## src/rtl/serdes_page_pkg.sv

```systemverilog
// constants for the serializer analog page register block
// assumes a byte-wide register map reached over a 32-bit avalon-mm slave
package serdes_page_pkg;
  // register indexes (byte address is 4x the index)
  localparam logic [7:0] idx_pll_reset    = 8'h17;
  localparam logic [7:0] idx_route_select = 8'h1a;
  localparam logic [7:0] idx_swing_enable = 8'h1b;
  localparam logic [7:0] idx_link_status  = 8'h20;
  localparam logic [7:0] idx_link_control = 8'h21;
  localparam logic [7:0] idx_bank_command = 8'h22;
  localparam logic [7:0] idx_page_select  = 8'h23;
  localparam logic [7:0] idx_k_value      = 8'h24;
  localparam logic [7:0] idx_mode_status  = 8'h25;
  // field positions
  localparam int pll_reset_bit   = 6;
  localparam int route_bit       = 1;
  localparam int pin_enable_bit  = 3;
  localparam int swing_lsb       = 5;
  // writable masks; reserved bits read as zero
  localparam logic [7:0] mask_pll_reset   = 8'h40;
  localparam logic [7:0] mask_route       = 8'h02;
  localparam logic [7:0] mask_swing_en    = 8'he8;
  // reset values
  localparam logic [7:0] reset_reg_value  = 8'h00;
  localparam logic [4:0] reset_k_value    = 5'h08;
  localparam logic [1:0] mode_20x         = 2'b00;
  localparam logic [1:0] mode_40x         = 2'b10;
  localparam logic [15:0] lmfs_default    = 16'h8224;
  // bank commands and page codes
  localparam logic [7:0] cmd_analog_reset = 8'h81;
  localparam logic [7:0] cmd_bank_reset   = 8'h01;
  localparam logic [7:0] cmd_apply        = 8'h01;
  localparam logic [7:0] cmd_k_override   = 8'h80;
  localparam logic [7:0] page_main        = 8'h68;
  localparam logic [7:0] page_jesd_dig    = 8'h69;
  localparam logic [7:0] page_jesd_ana    = 8'h6a;
  // 8b/10b comma and ila length
  localparam logic [7:0] k28_5_code       = 8'hbc;
  localparam logic [3:0] ila_frames       = 4'h4;
  localparam logic [7:0] ila_marker       = 8'h1c;
endpackage : serdes_page_pkg

```

## src/rtl/serdes_analog_page.sv

```systemverilog
// serializer analog page registers, bank resets and lane start-up control
// assumes an avalon-mm master holding requests until waitrequest is low
// What this block does
// - route bit puts overrange flag on pin
// - pin enable overrides powerdown; else route ignored
// - three-bit swing code, all lanes, default zero
// - hardware reset returns all registers to default
// - 81h resets analog pages, bit self-clears
// - host selects bank page by code
// - host clears unused pages at init
// - 01h resets jesd bank, self-clearing
// - main page settings apply after pulse
// - 80h enables k override both channels
// - sync low sends k28.5 continuously
// - sync high starts ila then data
// - reset default 20x, lmfs 8224, no decimation
// - multiplier mode 00 20x, 10 40x
`timescale 1ns/1ps
module serdes_analog_page (
  input  wire logic        clk,
  input  wire logic        sys_rst,
  input  wire logic [9:0]  avs_address,
  input  wire logic        avs_read,
  input  wire logic        avs_write,
  input  wire logic [31:0] avs_writedata,
  input  wire logic [3:0]  avs_byteenable,
  output logic      [31:0] avs_readdata,
  output logic             avs_waitrequest,
  input  wire logic        fast_overrange_flag,
  input  wire logic        powerdown_request,
  input  wire logic        sync_n,
  input  wire logic [7:0]  sample_data,
  output logic             powerdown_pin,
  output logic [2:0]       transmitter_swing_code,
  output logic             serializer_pll_reset,
  output logic [1:0]       serializer_multiplier_mode,
  output logic [7:0]       lane_data,
  output logic             lane_is_k
);
  typedef enum {st_idle, st_ack} bus_state_t;
  typedef enum {ln_sync, ln_ila, ln_data} lane_state_t;

  bus_state_t  bus_reg, bus_next;
  lane_state_t lane_reg, lane_next;
  logic [7:0]  pll_reg, pll_next;
  logic [7:0]  route_reg, route_next;
  logic [7:0]  swing_reg, swing_next;
  logic [7:0]  page_reg, page_next;
  logic [4:0]  k_reg, k_next;
  logic [4:0]  k_live_reg, k_live_next;
  logic        k_ovr_reg, k_ovr_next;
  logic [1:0]  mode_reg, mode_next;
  logic [1:0]  mode_live_reg, mode_live_next;
  logic        apply_reg, apply_next;
  logic        bank_rst_reg, bank_rst_next;
  logic        ana_rst_reg, ana_rst_next;
  logic [31:0] rdata_reg, rdata_next;
  logic [7:0]  out_reg, out_next;
  logic        outk_reg, outk_next;
  logic [3:0]  cnt_reg, cnt_next;
  logic [7:0]  mem_rdata;
  logic [7:0]  idx;
  logic        wr_go;
  logic [7:0]  wbyte;

  function automatic logic hit(input logic [7:0] a, input logic [7:0] b);
    return a == b;
  endfunction : hit

  assign idx   = avs_address[9:2];
  assign wbyte = avs_byteenable[0] ? avs_writedata[7:0] : 8'h00;
  // a write lands only on the edge where waitrequest is seen low
  assign wr_go = avs_write && bus_reg == st_ack && avs_byteenable[0];
  assign avs_waitrequest = (avs_read || avs_write) && bus_reg == st_idle;
  assign avs_readdata    = rdata_reg;

  // ila pattern memory, never written (write enable tied low); its read data goes unused
  lane_char_mem #(.DEPTH(16), .AW(4)) u_ila (
    .clk   (clk),
    .we    (1'b0),
    .waddr (4'h0),
    .wdata (8'h00),
    .raddr (cnt_reg),
    .rdata (mem_rdata)
  );

  always_comb begin
    bus_next       = bus_reg;
    pll_next       = pll_reg;
    route_next     = route_reg;
    swing_next     = swing_reg;
    page_next      = page_reg;
    k_next         = k_reg;
    k_ovr_next     = k_ovr_reg;
    mode_next      = mode_reg;
    k_live_next    = k_live_reg;
    mode_live_next = mode_live_reg;
    apply_next     = apply_reg;
    bank_rst_next  = 1'b0;
    ana_rst_next   = 1'b0;
    rdata_next     = rdata_reg;
    case (bus_reg)
      st_idle: begin
        if (avs_read || avs_write) begin
          bus_next = st_ack;
        end
      end
      st_ack: bus_next = st_idle;
      default: bus_next = st_idle;
    endcase
    if (wr_go) begin
      case (idx)
        serdes_page_pkg::idx_pll_reset:
          pll_next = wbyte & serdes_page_pkg::mask_pll_reset;
        serdes_page_pkg::idx_route_select:
          route_next = wbyte & serdes_page_pkg::mask_route;
        serdes_page_pkg::idx_swing_enable:
          swing_next = wbyte & serdes_page_pkg::mask_swing_en;
        serdes_page_pkg::idx_page_select: page_next = wbyte;
        serdes_page_pkg::idx_k_value: k_next = wbyte[4:0];
        serdes_page_pkg::idx_link_control: mode_next = wbyte[1:0];
        serdes_page_pkg::idx_bank_command: begin
          if (hit(wbyte, serdes_page_pkg::cmd_analog_reset)) begin
            ana_rst_next = 1'b1;
          end else if (hit(page_reg, serdes_page_pkg::page_main)) begin
            if (hit(wbyte, serdes_page_pkg::cmd_bank_reset)) begin
              bank_rst_next = 1'b1;
            end
          end else if (hit(page_reg, serdes_page_pkg::page_jesd_dig)) begin
            k_ovr_next = hit(wbyte, serdes_page_pkg::cmd_k_override);
          end
        end
        serdes_page_pkg::idx_mode_status: begin
          // falling edge of the apply bit commits the main page
          if (apply_reg && !wbyte[0]) begin
            mode_live_next = mode_reg;
            k_live_next    = k_reg;
          end
          apply_next = hit(wbyte, serdes_page_pkg::cmd_apply);
        end
        default: ; // unused pages hold nothing here
      endcase
    end
    if (ana_rst_reg) begin
      pll_next   = serdes_page_pkg::reset_reg_value;
      route_next = serdes_page_pkg::reset_reg_value;
      swing_next = serdes_page_pkg::reset_reg_value;
    end
    if (bank_rst_reg) begin
      page_next      = serdes_page_pkg::reset_reg_value;
      k_next         = serdes_page_pkg::reset_k_value;
      k_ovr_next     = 1'b0;
      mode_next      = serdes_page_pkg::mode_20x;
      mode_live_next = serdes_page_pkg::mode_20x;
      k_live_next    = serdes_page_pkg::reset_k_value;
      apply_next     = 1'b0;
      // the analog page of the link sits in this bank as well
      pll_next       = serdes_page_pkg::reset_reg_value;
      route_next     = serdes_page_pkg::reset_reg_value;
      swing_next     = serdes_page_pkg::reset_reg_value;
    end
    if (avs_read && bus_reg == st_idle) begin
      case (idx)
        serdes_page_pkg::idx_pll_reset:    rdata_next = {24'h0, pll_reg};
        serdes_page_pkg::idx_route_select: rdata_next = {24'h0, route_reg};
        serdes_page_pkg::idx_swing_enable: rdata_next = {24'h0, swing_reg};
        serdes_page_pkg::idx_page_select:  rdata_next = {24'h0, page_reg};
        serdes_page_pkg::idx_k_value:      rdata_next = {27'h0, k_reg};
        serdes_page_pkg::idx_link_control: rdata_next = {30'h0, mode_reg};
        serdes_page_pkg::idx_link_status:
          rdata_next = {serdes_page_pkg::lmfs_default, 8'h00,
                        k_ovr_reg, k_live_reg, lane_reg == ln_data,
                        mode_live_reg[1]};
        default: rdata_next = 32'h0;
      endcase
    end
  end

  always_ff @(posedge clk or posedge sys_rst) begin
    if (sys_rst) begin
      bus_reg       <= st_idle;
      pll_reg       <= serdes_page_pkg::reset_reg_value;
      route_reg     <= serdes_page_pkg::reset_reg_value;
      swing_reg     <= serdes_page_pkg::reset_reg_value;
      page_reg      <= serdes_page_pkg::reset_reg_value;
      k_reg         <= serdes_page_pkg::reset_k_value;
      k_live_reg    <= serdes_page_pkg::reset_k_value;
      k_ovr_reg     <= 1'b0;
      mode_reg      <= serdes_page_pkg::mode_20x;
      mode_live_reg <= serdes_page_pkg::mode_20x;
      apply_reg     <= 1'b0;
      bank_rst_reg  <= 1'b0;
      ana_rst_reg   <= 1'b0;
      rdata_reg     <= 32'h0;
    end else begin
      bus_reg       <= bus_next;
      pll_reg       <= pll_next;
      route_reg     <= route_next;
      swing_reg     <= swing_next;
      page_reg      <= page_next;
      k_reg         <= k_next;
      k_live_reg    <= k_live_next;
      k_ovr_reg     <= k_ovr_next;
      mode_reg      <= mode_next;
      mode_live_reg <= mode_live_next;
      apply_reg     <= apply_next;
      bank_rst_reg  <= bank_rst_next;
      ana_rst_reg   <= ana_rst_next;
      rdata_reg     <= rdata_next;
    end
  end

  // lane sequencing: comma while sync is low, short ila, then samples
  always_comb begin
    lane_next = lane_reg;
    cnt_next  = cnt_reg;
    out_next  = serdes_page_pkg::k28_5_code;
    outk_next = 1'b1;
    case (lane_reg)
      ln_sync: begin
        cnt_next = 4'h0;
        if (sync_n) begin
          lane_next = ln_ila;
        end
      end
      ln_ila: begin
        out_next = serdes_page_pkg::ila_marker;
        cnt_next = cnt_reg + 4'h1;
        if (cnt_reg == serdes_page_pkg::ila_frames - 4'h1) begin
          lane_next = ln_data;
        end
      end
      ln_data: begin
        out_next  = sample_data;
        outk_next = 1'b0;
      end
      default: lane_next = ln_sync;
    endcase
    if (!sync_n) begin
      lane_next = ln_sync;
      out_next  = serdes_page_pkg::k28_5_code;
      outk_next = 1'b1;
    end
  end

  always_ff @(posedge clk or posedge sys_rst) begin
    if (sys_rst) begin
      lane_reg <= ln_sync;
      cnt_reg  <= 4'h0;
      out_reg  <= serdes_page_pkg::k28_5_code;
      outk_reg <= 1'b1;
    end else begin
      lane_reg <= lane_next;
      cnt_reg  <= cnt_next;
      out_reg  <= out_next;
      outk_reg <= outk_next;
    end
  end

  assign lane_data  = out_reg;
  assign lane_is_k  = outk_reg;
  // memory read unused for data path; ila marker is the fixed constant
  // combinational mux so the overrange flag reaches the pin without lag
  assign powerdown_pin = swing_reg[serdes_page_pkg::pin_enable_bit]
      ? (route_reg[serdes_page_pkg::route_bit] & fast_overrange_flag)
      : powerdown_request;
  assign transmitter_swing_code =
      swing_reg[7:serdes_page_pkg::swing_lsb];
  assign serializer_pll_reset =
      pll_reg[serdes_page_pkg::pll_reset_bit];
  assign serializer_multiplier_mode = mode_live_reg;
endmodule : serdes_analog_page

```

## src/rtl/lane_char_mem.sv

```systemverilog
// small ila pattern store with registered read data
// assumes a single clock and synchronous writes from the register side
`timescale 1ns/1ps
module lane_char_mem #(
  parameter int DEPTH = 16,
  parameter int AW    = 4
) (
  input  wire logic          clk,
  input  wire logic          we,
  input  wire logic [AW-1:0] waddr,
  input  wire logic [7:0]    wdata,
  input  wire logic [AW-1:0] raddr,
  output logic      [7:0]    rdata
);
  logic [7:0] mem [DEPTH];

  // no reset on the array; mem[raddr] is read every cycle, written or not
  always_ff @(posedge clk) begin
    if (we) begin
      mem[waddr] <= wdata;
    end
    rdata <= mem[raddr];
  end
endmodule : lane_char_mem

```

## config.mk

```make
export PLATFORM = sky130hd
export DESIGN_NAME = serdes_analog_page
export DESIGN_NICKNAME = d
export VERILOG_FILES = /design/src/rtl/serdes_page_pkg.sv /design/src/rtl/serdes_analog_page.sv /design/src/rtl/lane_char_mem.sv
export SDC_FILE = /design/constraint.sdc
export NUM_CORES = 1
export LEC_CHECK = 0
export ABC_AREA = 1
export BUFFER_PORTS_ARGS = -buffer_cell sky130_fd_sc_hd__buf_2
export CORE_ASPECT_RATIO = 1.75
export CORE_MARGIN = 4
export CORE_UTILIZATION = 35
export DETAILED_ROUTE_END_ITERATION = 10
export PLACE_DENSITY = 0.55
export SKIP_CTS_REPAIR_TIMING = 1
export SLEW_MARGIN = 10
export SYNTH_ARGS = -nofsm -noshare
export SYNTH_HDL_FRONTEND = slang
export SYNTH_SLANG_ARGS = --single-unit
```

## constraint.sdc

```tcl
create_clock -name clk -period 3.47 [get_ports clk]
set_clock_uncertainty 0.2 [all_clocks]
set_input_delay 0 -clock clk [delete_from_list [all_inputs] [get_ports clk]]
set_output_delay 0 -clock clk [all_outputs]
set_load 0.1 [all_outputs]
```

Word level (Yosys, flattened, before mapping)
Cells that the tools add are included.
{ "word_totals": {"ram_bits": 0, "rom_bits": 0, "latch_bits": 0, "output_inout_bits": 49, "memories": 0, "word_cells": 136, "ff_bits": 159} }
{ "classes": {"mul": 0, "bitwise": 1, "eq_ne": 24, "div_mod_pow": 0, "muxes": 59, "n_reduce_logical": 33, "shift": 0, "addsub": 1, "order_cmp": 0} }
{ "ops": {"columns": ["cell", "count"], "rows": [
  ["case mux 32 bit (7 select lines)", 1],
  ["two-way mux 8 bit", 17],
  ["two-way mux 32 bit", 4],
  ["zero test 32 bit", 3],
  ["case mux 32 bit (3 select lines)", 1],
  ["== test 32 x 2 -> 1 bit, second input constant", 2],
  ["== test 8 x 6 -> 1 bit, second input constant", 6],
  ["two-way mux 5 bit", 7],
  ["== test 32 x 1 -> 1 bit, second input constant", 1],
  ["== test 32 x 3 -> 1 bit, second input constant", 1],
  ["== test 8 x 5 -> 1 bit, second input constant", 3],
  ["two-way mux 1 bit", 20],
  ["nonzero test 2 bit", 9],
  ["== test 8 x 7 -> 1 bit, second input constant", 2],
  ["== test 8 bit, second input constant", 2],
  ["case mux 8 bit (2 select lines)", 1],
  ["AND reduction 2 bit", 8],
  ["two-way mux 2 bit", 7],
  ["nonzero test 3 bit", 4],
  ["== test 8 x 1 -> 1 bit, second input constant", 1],
  ["!= test 2 bit, second input constant", 4],
  ["case mux 4 bit (2 select lines)", 1],
  ["logical AND 1 bit", 5],
  ["AND reduction 5 bit", 1],
  ["other kinds (7)", 7]
]} }

Logic depth before layout (Yosys ltp)
Gate-level depths: netlist of the first run.
{ "logic_depth": {"word_depth": 8, "ltp_mapped": 9, "ltp_nobuf": 9} }

Least setup slack after synthesis of the first run
OpenSTA, ideal clock, no wires.
{ "synth_path": {"path_type": "reg2out", "startpoint": "reg swing_reg[3]", "endpoint": "out powerdown_pin", "arrival_ns": 2.510, "t_required_ns": 3.270, "stages_incl_launch_ff": 2, "setup_slack_ns": 0.760, "n_path_buf": 0, "path_cell_list": "dfrtp_1 o21ai_0"} }
{ "synth_between": {"elab_chain_len": 1} }
{ "synth_lines": {"columns": ["item", "line_no", "source"], "rows": [
  ["from (decl)", "serdes_analog_page.sv:47", "logic [7:0] swing_reg, swing_next;"],
  ["from (signal assigned)", "serdes_analog_page.sv:184", "swing_reg <= serdes_page_pkg::reset_reg_value;"],
  ["from (signal assigned)", "serdes_analog_page.sv:199", "swing_reg <= swing_next;"],
  ["two-way mux 1 bit", "serdes_analog_page.sv:265", "? (route_reg[serdes_page_pkg::route_bit] & fast_overrange_flag)"],
  ["to (decl)", "serdes_analog_page.sv:33", "output logic powerdown_pin,"]
]} }
No other way between the ends.

Worst setup path after layout of the first run
{ "layout_path": {"startpoint": "in avs_byteenable[0]", "endpoint": "reg ana_rst_reg"} }
{ "layout_between": {"elab_chain_len": 5, "elab_cells_between_ends": 6, "cone_classes": "eq/ne: 1; mux: 4; reduce/logical: 1"} }
{ "layout_lines": {"columns": ["item", "line_no", "source"], "rows": [
  ["from (decl)", "serdes_analog_page.sv:26", "input wire logic [3:0] avs_byteenable,"],
  ["two-way mux 8 bit", "serdes_analog_page.sv:71", "assign wbyte = avs_byteenable[0] ? avs_writedata[7:0] : 8'h00;"],
  ["== test 8 bit", "serdes_analog_page.sv:67", "return a == b;"],
  ["two-way mux 1 bit", "serdes_analog_page.sv:123", "if (hit(wbyte, serdes_page_pkg::cmd_analog_reset)) begin"],
  ["two-way mux 1 bit", "serdes_analog_page.sv:112", "case (idx)"],
  ["two-way mux 1 bit *", "serdes_analog_page.sv:111", "if (wr_go) begin"],
  ["net ana_rst_next", "serdes_analog_page.sv:56", "logic ana_rst_reg, ana_rst_next;"],
  ["to (signal assigned)", "serdes_analog_page.sv:208", "ana_rst_reg <= ana_rst_next;"],
  ["to (decl)", "serdes_analog_page.sv:56", null]
]} }
Mark *: on every way through the listed nets, which the timed path passes. The rest lies on a longest branch.
A chain may end at the register's enable or synchronous reset.

==> reports/qor.csv, run 1 <==
metric,value,unit
worst slew pin tran,0.8335,ns
full die area,11030,µm²
Clock transition at path regs,0.05,ns
CTS tree,built,
clock network fraction of total power,0.434,
# rows,46,
final core occ,0.4627,
die width,81.12,µm
Diodes inserted,0,
final instance area,4208,µm²
Worst Hold Class,input port to register,
min Tclk post-route,2.388,ns
max cap viols,0,
max reg flops,9,
GPL Wtd Cong,0.8844,
post-synthesis cell count,416,
Cell variety after synth,33,
critical path data required time,3.53,ns
"Seq/Total Area, Yosys",0.4387,
Yosys warning total,0,
Tot Pwr,2.043,mW
CTS Root Cell,clkbuf_16,
Synth area leader,dfrtp_1,
Final Hold Fails,10,
fill count,946,
clock tree buffer depth,2,
sequential power share,0.355,
Via-to-Cell Ratio,4.651,
via count,2944,
port buffer count,60,
cts bufs inserted,9,
switching power total,665.5,µW
CP Max Fanout,13,
Synth-to-Final Area Change,28.51,%
Internal Power,1.377,mW
GRT Overall Usage,0.1624,
CP Class,input port to register,
slew margin rel.,0.4435,
drt drc,0,
Sw Ratio,0.3258,
Logic pwr share,0.211,
maximum VDD drop,0.4040,mV
die height,136.0,µm
top area cells in the synthesized netlist,"dfrtp_1, nand2_1, nand3_1, buf_4, dfstp_2",
First DRT Iteration DRCs,139,
mean area per synthesized cell,7.871,µm²
Top Ports,110,
Pleak,2.212,nW
Max Slew Vio Count,0,
Overflow after GRT,0,
RSZ-0062 raised after global routing,false,
number of clock sinks,57,
layout cell share with drive strength beyond 1,0.2398,
area post-placement,3561,µm²
first-pass GRT wire length,13330,µm
initial antenna violation count,0,
final non-filler cell total,633,
"most common cell after layout, fill and taps aside",nand2_1,
hold slack,-0.03463,ns
#FFs+latches synth,57,
Post-Route WL,8697,µm
final worst path period share,0.6880,
Core Area,9094,µm²
Initial Util,0.3601,
CP Launch Type,input port,
drt pass-1 iters,4,
vias in the first global route,2745,
Final setup viols,0,
clock latency on the worst-skew pair,0.33,ns
drt wl/cell,13.74,µm
most frequent cells in the layout,"nand2_1, buf_2, dfrtp_1",
status,"finished, violations left",
pre-CTS setup slack,1.573,ns
failing checks,hold timing,
data arrival time of the worst path,2.44,ns
Final WS setup,1.083,ns
largest net degree at the start of global routing,40,
f_max,0.4188,GHz
Cells after DPL,583,
DP Wirelength,6632,µm
PD cells,485.5,nW/µm²
htree depth,3,
Final #Nets,574,
Post-Syn Area,3274,µm²
top cell type's share of synthesized area,0.3745,
"antenna viol nets, final",0,
Fin Setup TNS,0,ns
Critical Path End Type,register,
## final cells by class
cell class	instances	area [µm²]	share of cell area
multi-input cells	294	1461	0.3473
flip-flops and latches	57	1436	0.3414
repair buffers	96	655.6	0.1558
clock buffers	10	239.0	0.05679
inverters	50	197.7	0.04698
well taps	120	150.1	0.03568
clock inverters	6	67.56	0.01606
## cells in the mapped netlist
cell type / instances
nand2_4: 4
clkinv_4: 2
nand4_1: 14
nor2_4: 1
inv_2: 4
buf_4: 28
nand3_1: 43
clkbuf_1: 2
dfstp_2: 8
nand2_1: 113
nor2_8: 2
a21oi_1: 3
nand3_2: 1
a22o_1: 1
nand2_2: 7
ha_1: 5
o211ai_1: 1
dfrtp_1: 49
nor2_1: 37
conb_1: 1
nor4_1: 2
nor3_1: 2
nor3_4: 1
o21ai_0: 18
buf_6: 2
a31oi_1: 1
o21ai_1: 4
nor2_2: 4
o21ai_2: 9
buf_2: 2
inv_1: 43
clkinv_1: 1
nand3_4: 1
## path summary, 6_finish.rpt
path,startpoint,end,slack (ns),cells after the start
max,avs_byteenable[0],ana_rst_reg$_DFF_PP0_,1.08,6
min,avs_writedata[2],k_reg[2]$_DFFE_PP0P_,-0.03,5
max in group asynchronous,sys_rst,lane_data[5]$_DFF_PP1_,2.03,4
max reg2reg,lane_reg[0]$_DFFE_PP0P_,lane_data[7]$_DFF_PP1_,1.35,6
min reg2reg,avs_readdata[6]$_DFFE_PP0P_,avs_readdata[6]$_DFFE_PP0P_,0.27,2
min in group asynchronous,sys_rst,mode_reg[0]$_DFFE_PP0P_,0.20,3
## critical path: stages
cell and delay (ns):
dlygate4sd3_1 0.52, buf_2 0.26, nand3_1 0.13, dlygate4sd3_1 0.58, nor4_1 0.34, dlygate4sd3_1 0.62
## cells by family (layout without fill, tap and decap cells)
family	Yosys count	in the layout	synth area share
other	1	20	0.001145
AND/OR/NAND/NOR	232	232	0.3351
flip-flops	57	57	0.4387
buffers and inverters	84	162	0.1368
adder cells (fa/ha/maj)	5	5	0.01911
AO/OA/AOI/OAI	37	37	0.06917
## power groups by stage
| stage | Sequential (mW) | Combinational [mW] | Clock (mW) |
|---|---|---|---|
| 6_report | 0.725 | 0.430 | 0.887 |
| 5_1_grt | 0.728 | 0.458 | 0.948 |
| 4_1_cts | 0.725 | 0.395 | 0.915 |
| 3_5_place_dp | 0.735 | 0.395 | 0 |
| 3_3_place_gp | 0.735 | 0.390 | 0 |
| 2_1_floorplan | 0.822 | 0.250 | 0 |
## metal layers
metal	vias to the layer above	GRT usage	wire length (µm)
met5	-	0	0
met4	0	0.1175	583
met3	38	0.03249	356
met2	82	0.2919	4814
met1	1349	0.1596	2942
li1	1475	-	-
(Power assumes the default switching activity.)
==> run 2, diff against run 1 <==
==> constraint.sdc (replaced) <==
create_clock -name clk -period 2.2 [get_ports clk]
set_clock_uncertainty 0.2 [all_clocks]
set_input_delay 0 -clock clk [delete_from_list [all_inputs] [get_ports clk]]
set_output_delay 0 -clock clk [all_outputs]
set_load 0.1 [all_outputs]
==> reports/qor.csv, run 2 (same netlist as run 1, synthesis figures left out) <==
metric,value,unit,change
Top Ports,110,,unchanged
status,"finished, violations left",,
sequential power share,0.367,,+0.012
First DRT Iteration DRCs,112,,-19%
vias in the first global route,2716,,-1.1%
CP Launch Type,register,,
die height,136.0,µm,unchanged
area of the multi-input gates,1461,µm²,unchanged
maximum VDD drop,0.7527,mV,+86%
f_max,0.4904,GHz,
DP Wirelength,6544,µm,-1.3%
port buffer count,60,,unchanged
initial antenna violation count,0,,unchanged
drt wl/cell,13.59,µm,-1.1%
clock latency on the worst-skew pair,0.33,ns,about the same
Sw Ratio,0.3327,,+0.006906
via count,2892,,-1.8%
number of clock sinks,57,,unchanged
Hold Path Cell Cnt,5,,unchanged
# rows,46,,unchanged
switching power total,1.034,mW,+55%
"antenna viol nets, final",0,,unchanged
reg2reg setup slack,0.16,ns,-1.19 ns
hold slack,-0.05263,ns,-0.01800 ns
Logic pwr share,0.215,,+0.004
Synth-to-Final Area Change,27.63,%,
Diodes inserted,0,,unchanged
GPL Wtd Cong,0.8545,,-3.4%
drt pass-1 iters,5,,+1
Pleak,2.205,nW,-0.33%
htree depth,3,,unchanged
Final setup viols,0,,unchanged
Clock transition at path regs,0.05,ns,about the same
Final #Nets,573,,-0.17%
Hold Path Origin,avs_address[6],,
Worst Hold Class,input port to register,,
R2R cell count,5,,-1
CTS tree,built,,
Critical Path End Type,register,,
Via-to-Cell Ratio,4.576,,-1.6%
cts bufs inserted,9,,unchanged
max cap viols,0,,unchanged
data arrival time of the worst path,2.10,ns,-0.34 ns
critical path data required time,2.26,ns,-1.27 ns
final worst path period share,0.9269,,
fill count,935,,-1.2%
FF-to-FF Start,lane_reg[0]$_DFFE_PP0P_,,
clock tree buffer depth,2,,unchanged
Initial Util,0.3601,,unchanged
hold endpoint,pll_reg[6]$_DFFE_PP0P_,,
worst r2r dst,lane_data[0]$_DFF_PP0_,,
CTS Root Cell,clkbuf_16,,
layout cell share with drive strength beyond 1,0.2461,,+0.006328
largest net degree at the start of global routing,58,,+45%
RSZ-0062 raised after global routing,false,,
Overflow after GRT,0,,unchanged
clock network fraction of total power,0.417,,-0.017
most frequent cells in the layout,"nand2_1, buf_2, dfrtp_1",,
Max Slew Vio Count,0,,unchanged
max reg flops,9,,unchanged
die width,81.12,µm,unchanged
drt drc,0,,unchanged
first-pass GRT wire length,12960,µm,-2.8%
Final Hold Fails,9,,-1
GRT Overall Usage,0.1600,,-0.002404
failing checks,hold timing,,
Post-Route WL,8586,µm,-1.3%
"most common cell after layout, fill and taps aside",nand2_1,,
CP Max Fanout,8,,-5
CP Class,register to register,,
min Tclk post-route,2.039,ns,
FF/Latch Area,1436,µm²,unchanged
Internal Power,2.075,mW,+51%
PD cells,744.0,nW/µm²,+53%
full die area,11030,µm²,unchanged
Fin Setup TNS,0,ns,unchanged
Core Area,9094,µm²,unchanged
run 2: cell types whose count changed in the layout (fill, tap and decap cells not counted), sizes merged:
cell         change
buf              +3
bufinv           -1
clkbuf           +1
dlygate4sd3      -4
run 2: worst max-delay path by stage:
| stage | start | endpoint | slack [ns] | depth (start not counted) |
|---|---|---|---|---|
| floorplan | swing_reg[3]$_DFFE_PP0P_ | powerdown_pin | 0.25 | 1 |
| global placement | lane_reg[0]$_DFFE_PP0P_ | lane_reg[0]$_DFFE_PP0P_ | 0.49 | 7 |
| detailed placement | lane_reg[0]$_DFFE_PP0P_ | lane_reg[0]$_DFFE_PP0P_ | 0.47 | 7 |
| CTS | lane_reg[0]$_DFFE_PP0P_ | lane_reg[0]$_DFFE_PP0P_ | 0.45 | 7 |
| global route | lane_reg[0]$_DFFE_PP0P_ | lane_data[6]$_DFF_PP0_ | 0.0002 | 5 |
| finish | lane_reg[0]$_DFFE_PP0P_ | lane_data[0]$_DFF_PP0_ | 0.16 | 5 |
run 2: final cells by class:
| class | instances | area share |
|---|---|---|
| Timing Repair Buffer | 95 | 0.1557 |
| Multi-Input combinational cell | 294 | 0.3497 |
| Clock buffer | 11 | 0.06048 |
| Sequential cell | 57 | 0.3437 |
| Clock inverter | 5 | 0.007186 |
| Tap cell | 120 | 0.03593 |
| Inverter | 50 | 0.04731 |
run 2: power by group through the flow:
stage,Clock [mW],Sequential (mW),Combinational [mW]
after CTS,1.33,1.14,0.625
after global routing,1.38,1.15,0.717
after floorplan,0,1.30,0.395
after global placement,0,1.16,0.619
final,1.30,1.14,0.669
after detailed placement,0,1.16,0.624
run 2: stage by stage:
step           power [mW]  cell area, µm²  std cells    util  setup slack, ns
2_1_floorplan       1.691            3346        435       -           0.2480
5_1_grt             3.247            4179        632  0.4595        0.0002378
4_1_cts             3.103            3879        602  0.4265           0.4540
3_5_place_dp        1.784            3596        586  0.3954           0.4707
3_3_place_gp        1.777            3596        586  0.3954           0.4934
6_report            3.109            4179        632  0.4595           0.1609
run 2: critical path: stages (launching register included):
cell and delay (ns):
dfrtp_1 0.38, inv_1 0.12, ha_1 0.38, nand3_1 0.22, nor2_1 0.13, dlygate4sd3_1 0.55
run 2: routing by layer:
layer	GRT usage	vias to the layer above	wire length, µm
met5	0	-	0
met4	0.1203	0	476
met3	0.03912	29	371
met2	0.2896	75	4822
met1	0.1488	1324	2915
li1	-	1464	-
